File: config.mk
export PLATFORM = sky130hd
export DESIGN_NAME = dma_seq
export DESIGN_NICKNAME = d
export VERILOG_FILES = /design/src/dma_seq_pkg.sv /design/src/dma_seq.sv
export SDC_FILE = /design/constraint.sdc
export NUM_CORES = 1
export LEC_CHECK = 0
export ABC_AREA = 1
export BUFFER_PORTS_ARGS = -buffer_cell sky130_fd_sc_hd__buf_2
export CAP_MARGIN = 10
export CORE_MARGIN = 2
export CORE_UTILIZATION = 55
export DETAILED_ROUTE_END_ITERATION = 6
export GPL_ROUTABILITY_DRIVEN = 0
export PLACE_DENSITY = 0.75
export SLEW_MARGIN = 30
export SYNTH_ARGS = -nofsm -noshare
export SYNTH_HDL_FRONTEND = slang
export SYNTH_SLANG_ARGS = --single-unit
File: constraint.sdc
create_clock -name clk_i -period 3.9 [get_ports clk_i]
set_clock_uncertainty 0.2 [all_clocks]
set_input_delay 0.78 -clock clk_i [delete_from_list [all_inputs] [get_ports clk_i]]
set_output_delay 0.78 -clock clk_i [all_outputs]
set_load 0.02 [all_outputs]
File: src/dma_seq_pkg.sv
package dma_seq_pkg;

  // ----------------------------------------------------------------
  // sizes
  // ----------------------------------------------------------------
  localparam int          NUM_CH      = 4;
  localparam logic [31:0] DESC_STRIDE = 32'h0000_0010;
  localparam logic [31:0] ALT_OFFSET  = 32'h0000_0040;
  localparam logic [31:0] OFS_SRC     = 32'h0000_0000;
  localparam logic [31:0] OFS_DST     = 32'h0000_0004;
  localparam logic [31:0] OFS_CTL     = 32'h0000_0008;

  // ----------------------------------------------------------------
  // channel control word fields
  // ----------------------------------------------------------------
  localparam int TYPE_LSB = 0;
  localparam int CNT_LSB  = 4;
  localparam int RP_LSB   = 14;
  localparam int SINC_LSB = 26;
  localparam int DINC_LSB = 30;
  localparam logic [1:0] INC_FIXED = 2'h3;
  localparam logic [10:0] SG_BURST = 11'h004;

  typedef enum logic [2:0] {
    CT_INVALID = 3'b000,
    CT_BASIC   = 3'b001,
    CT_AUTO    = 3'b010,
    CT_PINGPNG = 3'b011,
    CT_MSG_PRI = 3'b100,
    CT_MSG_ALT = 3'b101,
    CT_PSG_PRI = 3'b110,
    CT_PSG_ALT = 3'b111
  } cycle_type_t;

  typedef enum logic [3:0] {
    S_IDLE    = 4'b0000,
    S_RD_CTL  = 4'b0001,
    S_RD_SRC  = 4'b0010,
    S_RD_DST  = 4'b0011,
    S_RD_DATA = 4'b0100,
    S_WR_DATA = 4'b0101,
    S_WR_CTL  = 4'b0111
  } seq_state_t;

  // ----------------------------------------------------------------
  // register map
  // ----------------------------------------------------------------
  localparam logic [7:0] REG_CTRL   = 8'h00;
  localparam logic [7:0] REG_BASE   = 8'h04;
  localparam logic [7:0] REG_CHEN   = 8'h08;
  localparam logic [7:0] REG_SWREQ  = 8'h0c;
  localparam logic [7:0] REG_ALT    = 8'h10;
  localparam logic [7:0] REG_STATUS = 8'h14;
  localparam logic [31:0] BASE_RST  = 32'h0000_0000;

endpackage

File: src/dma_seq.sv
`timescale 1ns/100ps
// Overview of operation
// - cycle type from control word bits 2:0
// - 000 idles; finished cycle rewritten as invalid
// - basic needs one request per transfer
// - basic: transfer, arbitrate, resume on request
// - basic count exhausted raises channel done
// - autorequest finishes whole cycle from one request
// - auto bursts min(2^exponent, count) then rearbitrates
// - ping-pong alternates structures until invalid read
// - ping-pong halves act basic, each interrupts
// - memory gather: four primary, then auto alternate
// - memory gather rearbitrates, needs single request
// - gather stops on basic, auto or invalid alternate
// - peripheral gather: four primary, alternate immediately
// - peripheral gather repeats only on own request
// - source address from end pointer and count
// - destination address from end pointer and count
// - count written back before arbitrating
// - count field holds transfers minus one
module dma_seq
  import dma_seq_pkg::*;
(
  // system
  input  wire logic              clk_i,
  input  wire logic              rst_i,
  // wishbone slave
  input  wire logic              wb_cyc_i,
  input  wire logic              wb_stb_i,
  input  wire logic              wb_we_i,
  input  wire logic [7:0]        wb_adr_i,
  input  wire logic [3:0]        wb_sel_i,
  input  wire logic [31:0]       wb_dat_i,
  output logic      [31:0]       wb_dat_o,
  output logic                   wb_ack_o,
  // peripheral requests and completion
  input  wire logic [NUM_CH-1:0] dma_req_i,
  output logic      [NUM_CH-1:0] done_o,
  // memory master
  output logic                   mem_req_o,
  output logic                   mem_we_o,
  output logic      [31:0]       mem_addr_o,
  output logic      [31:0]       mem_wdata_o,
  output logic      [3:0]        mem_sel_o,
  input  wire logic [31:0]       mem_rdata_i,
  input  wire logic              mem_ack_i
);

  // ----------------------------------------------------------------
  // functions
  // ----------------------------------------------------------------
  function automatic logic [31:0] xfer_addr(input logic [31:0] endp,
                                             input logic [9:0]  cnt,
                                             input logic [1:0]  inc);
    logic [31:0] step;
    step = {22'h0, cnt} << inc;
    xfer_addr = (inc == INC_FIXED) ? endp : endp - step;
  endfunction

  function automatic logic [10:0] burst_len(input logic [3:0] rp, input logic [9:0] cnt);
    logic [10:0] total;
    logic [10:0] pw;
    total = {1'b0, cnt} + 11'h001;
    pw    = (rp > 4'd10) ? 11'h400 : (11'h001 << rp);
    burst_len = (pw < total) ? pw : total;
  endfunction

  function automatic logic [31:0] desc_addr(input logic [31:0] base, input logic [1:0] ch,
                                             input logic alt, input logic [31:0] ofs);
    desc_addr = base + (alt ? ALT_OFFSET : 32'h0) + ({30'h0, ch} * DESC_STRIDE) + ofs;
  endfunction

  // ----------------------------------------------------------------
  // state
  // ----------------------------------------------------------------
  typedef struct packed {
    seq_state_t        st;
    logic [1:0]        ch;
    logic [9:0]        cnt;
    logic [10:0]       burst;
    logic [31:0]       ctl, src, dst, base, rdat, maddr, mwdat;
    logic [NUM_CH-1:0] pend, altsel, req_s1, req_s2, req_s3, chen, done;
    logic              alt, fin, en, ack, mreq, mwe;
  } state_t;

  state_t s_reg;
  state_t s_next;

  cycle_type_t ctype;
  logic [1:0]  sinc;
  logic [1:0]  dinc;
  logic        wb_hit;
  logic [NUM_CH-1:0] ready;

  assign ctype = cycle_type_t'(s_reg.ctl[TYPE_LSB +: 3]);
  assign sinc  = s_reg.ctl[SINC_LSB +: 2];
  assign dinc  = s_reg.ctl[DINC_LSB +: 2];
  assign wb_hit = wb_cyc_i & wb_stb_i & ~s_reg.ack;
  assign ready  = s_reg.pend & s_reg.chen & {NUM_CH{s_reg.en}};

  // ----------------------------------------------------------------
  // next state
  // ----------------------------------------------------------------
  always_comb begin
    s_next = s_reg;
    s_next.done = '0;
    s_next.ack  = wb_hit;
    s_next.req_s1 = dma_req_i;
    s_next.req_s2 = s_reg.req_s1;
    s_next.req_s3 = s_reg.req_s2;
    // register bus; unmapped reads return zero
    if (wb_hit) begin
      case (wb_adr_i)
        REG_CTRL:   s_next.rdat = {31'h0, s_reg.en};
        REG_BASE:   s_next.rdat = s_reg.base;
        REG_CHEN:   s_next.rdat = {28'h0, s_reg.chen};
        REG_ALT:    s_next.rdat = {28'h0, s_reg.altsel};
        REG_STATUS: s_next.rdat = {24'h0, s_reg.pend, 2'h0, s_reg.ch};
        default:    s_next.rdat = 32'h0;
      endcase
      s_next.rdat[31:28] = (wb_adr_i == REG_STATUS) ? s_reg.st : s_next.rdat[31:28];
      if (wb_we_i && wb_sel_i[0]) begin
        case (wb_adr_i)
          REG_CTRL: s_next.en = wb_dat_i[0];
          REG_BASE: s_next.base = wb_dat_i;
          REG_CHEN: s_next.chen = wb_dat_i[NUM_CH-1:0];
          REG_ALT:  s_next.altsel = wb_dat_i[NUM_CH-1:0];
          default: begin
          end
        endcase
      end
    end
    case (s_reg.st)
      S_IDLE: begin
        // lowest index wins arbitration
        for (int i = NUM_CH - 1; i >= 0; i--) begin
          if (ready[i]) begin
            s_next.ch = i[1:0];
          end
        end
        if (ready != '0) begin
          s_next.pend[s_next.ch] = 1'b0;
          s_next.alt   = s_reg.altsel[s_next.ch];
          s_next.st    = S_RD_CTL;
          s_next.mreq  = 1'b1;
          s_next.mwe   = 1'b0;
          s_next.maddr = desc_addr(s_reg.base, s_next.ch, s_next.alt, OFS_CTL);
        end
      end
      S_RD_CTL: begin
        if (mem_ack_i) begin
          s_next.ctl = mem_rdata_i;
          s_next.cnt = mem_rdata_i[CNT_LSB +: 10];
          if (mem_rdata_i[TYPE_LSB +: 3] == CT_INVALID) begin
            s_next.mreq = 1'b0;
            s_next.st   = S_IDLE;
          end else begin
            case (cycle_type_t'(mem_rdata_i[TYPE_LSB +: 3]))
              CT_AUTO, CT_MSG_ALT: s_next.burst =
                burst_len(mem_rdata_i[RP_LSB +: 4], mem_rdata_i[CNT_LSB +: 10]);
              CT_MSG_PRI, CT_PSG_PRI: s_next.burst = SG_BURST;
              default: s_next.burst = 11'h001;
            endcase
            s_next.st    = S_RD_SRC;
            s_next.maddr = desc_addr(s_reg.base, s_reg.ch, s_reg.alt, OFS_SRC);
          end
        end
      end
      S_RD_SRC: begin
        if (mem_ack_i) begin
          s_next.src   = mem_rdata_i;
          s_next.st    = S_RD_DST;
          s_next.maddr = desc_addr(s_reg.base, s_reg.ch, s_reg.alt, OFS_DST);
        end
      end
      S_RD_DST: begin
        if (mem_ack_i) begin
          s_next.dst   = mem_rdata_i;
          s_next.st    = S_RD_DATA;
          s_next.maddr = xfer_addr(s_reg.src, s_reg.cnt, sinc);
        end
      end
      S_RD_DATA: begin
        if (mem_ack_i) begin
          s_next.st    = S_WR_DATA;
          s_next.mwe   = 1'b1;
          s_next.mwdat = mem_rdata_i;
          s_next.maddr = xfer_addr(s_reg.dst, s_reg.cnt, dinc);
        end
      end
      S_WR_DATA: begin
        if (mem_ack_i) begin
          s_next.burst = s_reg.burst - 11'h001;
          s_next.fin   = (s_reg.cnt == 10'h0);
          if (s_reg.cnt != 10'h0 && s_reg.burst != 11'h001) begin
            // burst continues with no rearbitration
            s_next.cnt   = s_reg.cnt - 10'h001;
            s_next.st    = S_RD_DATA;
            s_next.mwe   = 1'b0;
            s_next.maddr = xfer_addr(s_reg.src, s_reg.cnt - 10'h001, sinc);
          end else begin
            // count written back before giving up the bus
            s_next.cnt   = (s_reg.cnt == 10'h0) ? 10'h0 : s_reg.cnt - 10'h001;
            s_next.st    = S_WR_CTL;
            s_next.maddr = desc_addr(s_reg.base, s_reg.ch, s_reg.alt, OFS_CTL);
            s_next.mwdat = {s_reg.ctl[31:14], s_next.cnt, s_reg.ctl[3],
                            s_next.fin ? CT_INVALID : s_reg.ctl[2:0]};
          end
        end
      end
      S_WR_CTL: begin
        if (mem_ack_i) begin
          s_next.mreq = 1'b0;
          s_next.mwe  = 1'b0;
          s_next.st   = S_IDLE;
          case (ctype)
            CT_AUTO, CT_MSG_ALT: begin
              if (!s_reg.fin) begin
                s_next.pend[s_reg.ch] = 1'b1;
              end else if (ctype == CT_MSG_ALT) begin
                s_next.altsel[s_reg.ch] = 1'b0;
                s_next.pend[s_reg.ch]   = 1'b1;
              end else begin
                s_next.done[s_reg.ch] = 1'b1;
              end
            end
            CT_MSG_PRI: begin
              s_next.altsel[s_reg.ch] = 1'b1;
              s_next.pend[s_reg.ch]   = 1'b1;
            end
            CT_PSG_PRI: begin
              // alternate starts at once, no arbitration
              s_next.altsel[s_reg.ch] = 1'b1;
              s_next.alt   = 1'b1;
              s_next.mreq  = 1'b1;
              s_next.st    = S_RD_CTL;
              s_next.maddr = desc_addr(s_reg.base, s_reg.ch, 1'b1, OFS_CTL);
            end
            CT_PSG_ALT: begin
              if (s_reg.fin) begin
                s_next.altsel[s_reg.ch] = 1'b0;
              end
            end
            CT_PINGPNG: begin
              if (s_reg.fin) begin
                s_next.done[s_reg.ch]   = 1'b1;
                s_next.altsel[s_reg.ch] = ~s_reg.alt;
              end
            end
            default: begin
              if (s_reg.fin) begin
                s_next.done[s_reg.ch] = 1'b1;
              end
            end
          endcase
        end
      end
      default: begin
        s_next.st   = S_IDLE;
        s_next.mreq = 1'b0;
      end
    endcase
    // new requests win over the clear at take
    s_next.pend = s_next.pend | (s_reg.req_s2 & ~s_reg.req_s3);
    if (wb_hit && wb_we_i && wb_sel_i[0] && wb_adr_i == REG_SWREQ) begin
      s_next.pend = s_next.pend | wb_dat_i[NUM_CH-1:0];
    end
  end

  always_ff @(posedge clk_i) begin
    if (rst_i) begin
      s_reg <= '0;
    end else begin
      s_reg <= s_next;
    end
  end

  // ----------------------------------------------------------------
  // outputs
  // ----------------------------------------------------------------
  assign wb_ack_o    = s_reg.ack;
  assign wb_dat_o    = s_reg.rdat;
  assign done_o      = s_reg.done;
  assign mem_req_o   = s_reg.mreq;
  assign mem_we_o    = s_reg.mwe;
  assign mem_addr_o  = s_reg.maddr;
  assign mem_wdata_o = s_reg.mwdat;
  // word-wide only; narrow sizes not lane-steered
  assign mem_sel_o   = 4'hf;
endmodule

# --- After elaboration in Yosys (flattened, before gate mapping) ---
# Index checks and enable logic that the tools add are counted.
word_totals:
  ff_bits: 285
  latchBits: 0
  ram_bits: 0
  mem_bits_ro: 0
  output_inout_bits: 107
  mem_count: 0
classes:
  add_sub_neg: 16
  multipliers: 0
  n_div: 0
  magnitude_cmp: 6
  eq_ne: 36
  n_shift: 4
  n_mux: 86
  n_bitwise: 19
  n_reduce_logical: 40
ops:
  columns: ["operator", "n"]
  rows:
  - ["$mux 32", 12]
  - ["$pmux 32 s7", 1]
  - ["$pmux 32 s5", 1]
  - ["$mux 64", 2]
  - ["$add 32x4->32 const B", 3]
  - ["$add 32x6->32", 3]
  - ["$shl 10x2->32", 3]
  - ["$sub 32x32->32", 3]
  - ["$mux 4", 21]
  - ["$add 32x7->32", 2]
  - ["$pmux 32 s2", 1]
  - ["$mux 53", 1]
  - ["$pmux 21 s2", 1]
  - ["$mux 11", 3]
  - ["$add 32x3->32 const B", 1]
  - ["$add 32x7->32 const B", 1]
  - ["$pmux 4 s7", 1]
  - ["$pmux 4 s2", 3]
  - ["$ne 2x2->1 const B", 11]
  - ["$pmux 11 s2", 1]
  - ["$eq 3x3->1 const B", 7]
  - ["$mux 21", 1]
  - ["$and 4x4->4", 5]
  - ["$mux 10", 2]
  - ["52 further kinds", 117]

# --- Longest topological paths before layout ---
depth:
  ltp_word: 18
  depth_mapped: 26
  ltp_nobuf: 26

# --- Worst setup path before layout ---
# OpenSTA, ideal clock, no wires.
synth_timing:
  path_kind: "flip-flop to flip-flop"
  start: "register s_reg[269] in the netlist's numbering"
  end: "register s_reg, in the netlist mem_addr_o[30]"
  arrival_time_ps: 3231
  required_time_ps: 3591
  path_slack_ps: 360
  path_stages_with_launch: 25
  period_less_slack_ps: 3540
  cell_sequence: "dfxtp_1 -> inv_1 -> nand3_1 -> nor3_1 -> nand3_1 -> nor3_1 -> xor2_1 -> inv_1 -> nand2_1 -> o21ai_0 -> mux2i_1 -> ha_1 -> a21oi_1 -> o21ai_0 -> o21bai_1 -> a21oi_1 -> nand2_1 -> o21ai_0 -> nand3_1 -> nand2_1 -> inv_1 -> nand2_1 -> nand3_1 -> nand2_1 -> inv_1"
synth_via:
  elab_chain_len: 7
  elab_cells_between_ends: 17
synth_rtl:
  columns: ["element", "line_no", "rtl"]
  rows:
  - ["from (decl)", "dma_seq.sv:86", "state_t s_reg;"]
  - ["from (signal assigned)", "dma_seq.sv:274", "s_reg <= s_next;"]
  - ["$sub 10x1->10", "dma_seq.sv:200", "s_next.maddr = xfer_addr(s_reg.src, s_reg.cnt - 10'h001, sinc);"]
  - ["$shl 10x2->32", "dma_seq.sv:56", "step = {22'h0, cnt} << inc;"]
  - ["$sub 32x32->32", "dma_seq.sv:57", "xfer_addr = (inc == INC_FIXED) ? endp : endp - step;"]
  - ["$mux 32", "dma_seq.sv:57", null]
  - ["$mux 32", "dma_seq.sv:195", "if (s_reg.cnt != 10'h0 && s_reg.burst != 11'h001) begin"]
  - ["$mux 64", "dma_seq.sv:192", "if (mem_ack_i) begin"]
  - ["$pmux 32 s7 *", "dma_seq.sv:133", "case (s_reg.st)"]
# Every way passes the cells marked *; elsewhere a longest branch is shown, timed or not. The select of a mux whose other input is x is not followed.
# A chain may end at the register's enable or synchronous reset.

# --- Worst setup path after layout ---
layout_timing:
  start: "register s_reg[270] in the netlist's numbering"
  end: "register s_reg, in the netlist mem_addr_o[8]"
# Same word-level chain as after synthesis.

==> impl_results.md <==
* Status: finished, violations left
* Failing checks: DRC
* Final instance area at 24200 um2
* Setup violators final at 0
* Fin crit share at 98.4%
* Reg2Reg Setup Slack at 0.06 ns
* Fillers at between 3000 and 4000
* Synthesized flop and latch total at 274
* Final core utilization at 62.7%
* Area of the multi-input gates at 13800 um2
* GR peak layer: met2
* CTS tree: built
* Layout cell share with drive strength beyond 1 at 16.2%
* Final Hold Fails at 0
* Top-count cell post-synth: nand2_1
* Most frequent CP cell: o21ai_0
* TritonCTS Sinks at between 200 and 300
* CTS clk-pin slew, worst paths at 0.06 ns
* Pwr Total at 0.0137 W
* CP required at 4.16 ns
* Final wirelength at 79.5 mm
* Slew Limit Fails at 0
* Largest net degree at the start of global routing at 92
* Ys async rst share at 0%
* Vias in the first global route at 22751
* Die W at approximately 200 um
* Ys flop type: dfxtp_1
* Starting Density at 55.8%
* Worst hold path class: reg -> reg
* CTS max path bufs at 3
* Fin nets at 3723
* CTS hold repair buffers at 0
* Core area at 38600 um2
* First-pass GRT wire length at around 120 mm
* Clock root cell: clkbuf_16
* Critical-path cell list: inv_2, nand3_4, nor3_4, buf_4, xor2_1, inv_1, nand2_1, o21ai_0, mux2i_1, ha_1, a21o_1, a21oi_4, o21ai_0, xor2_1, a21oi_1, nand2_1, o21ai_1, nand3_1, o21ai_0, inv_1
* H-tree depth at 2
* Yosys top cell by area: dfxtp_1
* Initial antenna violation count at 1
* Syn Inst Count at 3500
* Final hold slack at 0.206 ns
* DP HPWL at between 60 and 70 mm
* Global Route met3 Usage at 7.92%
* Met1 Use GR at 48.9%
* Antenna-violating nets left at 0
* Grt ovf at 0
* Die H at between 200 and 250 um
* RSZ-0062 raised after global routing: yes
* Wire per inst at 19.3 um
* Met2 Resource Use GR at 57.3%
* ANT cells at 0
* Number of synthesized flops with an enable pin at 0
* Post-synth top cells: nand2_1 (702), o21ai_0 (422), nor2_1 (375)
* Post-layout minimum cycle time at around 3.8 ns
* CP Class: reg -> reg
* GRT Total Usage at a little under two fifths
* Worst Path Max Fanout at 5
* Worst vdd ir at ~380 uV
* Slew HR at approximately 36%
* I/O pin total at about 190
* Clock Latency Late Sink at 0.57 ns
* Yosys top cell area share at 25.5%
* Worst-margin pin slew at 0.959 ns
* CP endpoint kind: flop
* Mean Syn Cell Area at approximately 6.2 um2
* DRC at 11
* Synth area leaders: dfxtp_1 (25%), nand2_1 (12%), o21ai_0 (9.8%)
* Area Growth Syn to Fin at 12.4%
* Row Count at 72
* Max FFs per register at approximately 160
* Slowest-stage cell, CP: dfxtp_2
* Synthesis Warnings at 0
* DR pass1 iterations at 7
* Pleak at 11.4 nW
* Iter 0 DRT Violations at 3273
* Yosys cell types at 60
* Via count at 25086
* Placed cell area at ~22000 um2
* Max Cap Violations at 0
* CTS buffer count at 34
* Die ar. at 40800 um2
* Vias per inst at 6.10
* Pwr Density at 566 nW/um2
* F_max at between 200 and 300 MHz
* Port-buffer cells at around 190
* CP max stage delay at 0.32 ns
* Critical Path AT at 4.10 ns
* Sequential cell area at 5490 um2
* Crit path launch type: flop
* Post-synthesis sequential area ratio at roughly a quarter
* Synthesized area at approximately 22000 um2
kinds of logic after synthesis:
| logic type | synth area share [%] |
|---|---|
| fa+ha+maj | 4.10 |
| other cells | 0.0174 |
| xor+xnor | 1.87 |
| flops | 25.5 |
| buf+inv | 12.7 |
| compound gates | 22.6 |
| mux | 0.604 |
| simple gates | 32.6 |
routing by layer:
metal  part of all wire (%)  wire, um
met4                    6.0      4740
met3                     12      9480
met1                     39     30900
met2                     43     34300
met5                  0.015        12
through the flow:
| step | setup slack (ns) | setup TNS [ns] | cells |
|---|---|---|---|
| floorplan | 0.360 | 0 | 3503 |
| global placement | -0.0776 | -0.202 | 4045 |
| detailed placement | -0.133 | -0.505 | 4045 |
| CTS | 0.00564 | 0 | 4106 |
| global route | -0.129 | -1.38 | 4113 |
| finish | 0.0613 | 0 | 4113 |
final cells by class:
type                       count  area share [%]
clock inverter                19            1.46
sequential                   274            22.7
timing repair buffer         274            6.71
inverter                     375            5.84
tap                          518            2.68
multi-input combinational   2611            56.9
clock buffer                  42            3.76
worst paths after layout:
path / startpoint / endpoint / cells past startpoint
worst max-delay path: s_reg[270] / mem_addr_o[8] / 20
worst min-delay path: s_next[18] / s_next[14] / 2
worst max register to register: s_reg[270] / mem_addr_o[8] / 20
worst min register to register: s_next[18] / s_next[14] / 2
repair_timing:
item | in CTS | in global routing
endpoints found under the setup margin | 9 | 25
hold endpoints to repair | 0 | 0
pin swaps | 0 | 38
setup buffers | 0 | 7
resized for setup | 6 | 135
worst max-delay path, delay by kind of cell (launching register included):
family / cells / cell delay [ns]
fa+ha+maj: 1 / 0.31
compound gates: 7 / 1.29
simple gates: 5 / 0.63
xor+xnor: 2 / 0.42
buf+inv: 4 / 0.37
mux: 1 / 0.18
flops: 1 / 0.32
cells in the final DEF, fill, tap and decap left out, types with 35 or more instances in the layout:
cell type,instances
a21oi_1,337
buf_2,185
buf_4,83
dfxtp_1,267
ha_1,56
inv_1,333
nand2_1,684
nand2_2,48
nand3_1,254
nand4_1,42
nor2_1,355
nor2_2,35
o21ai_0,395
xor2_1,37
report_power, final:
| part | internal (W) | switching [W] |
|---|---|---|
| Clock | 0.00222 | 0.00138 |
| Combinational | 0.00228 | 0.00458 |
| Sequential | 0.00306 | 0.000190 |
| Total | 0.00756 | 0.00615 |
Power figures use the tool's default switching activity.
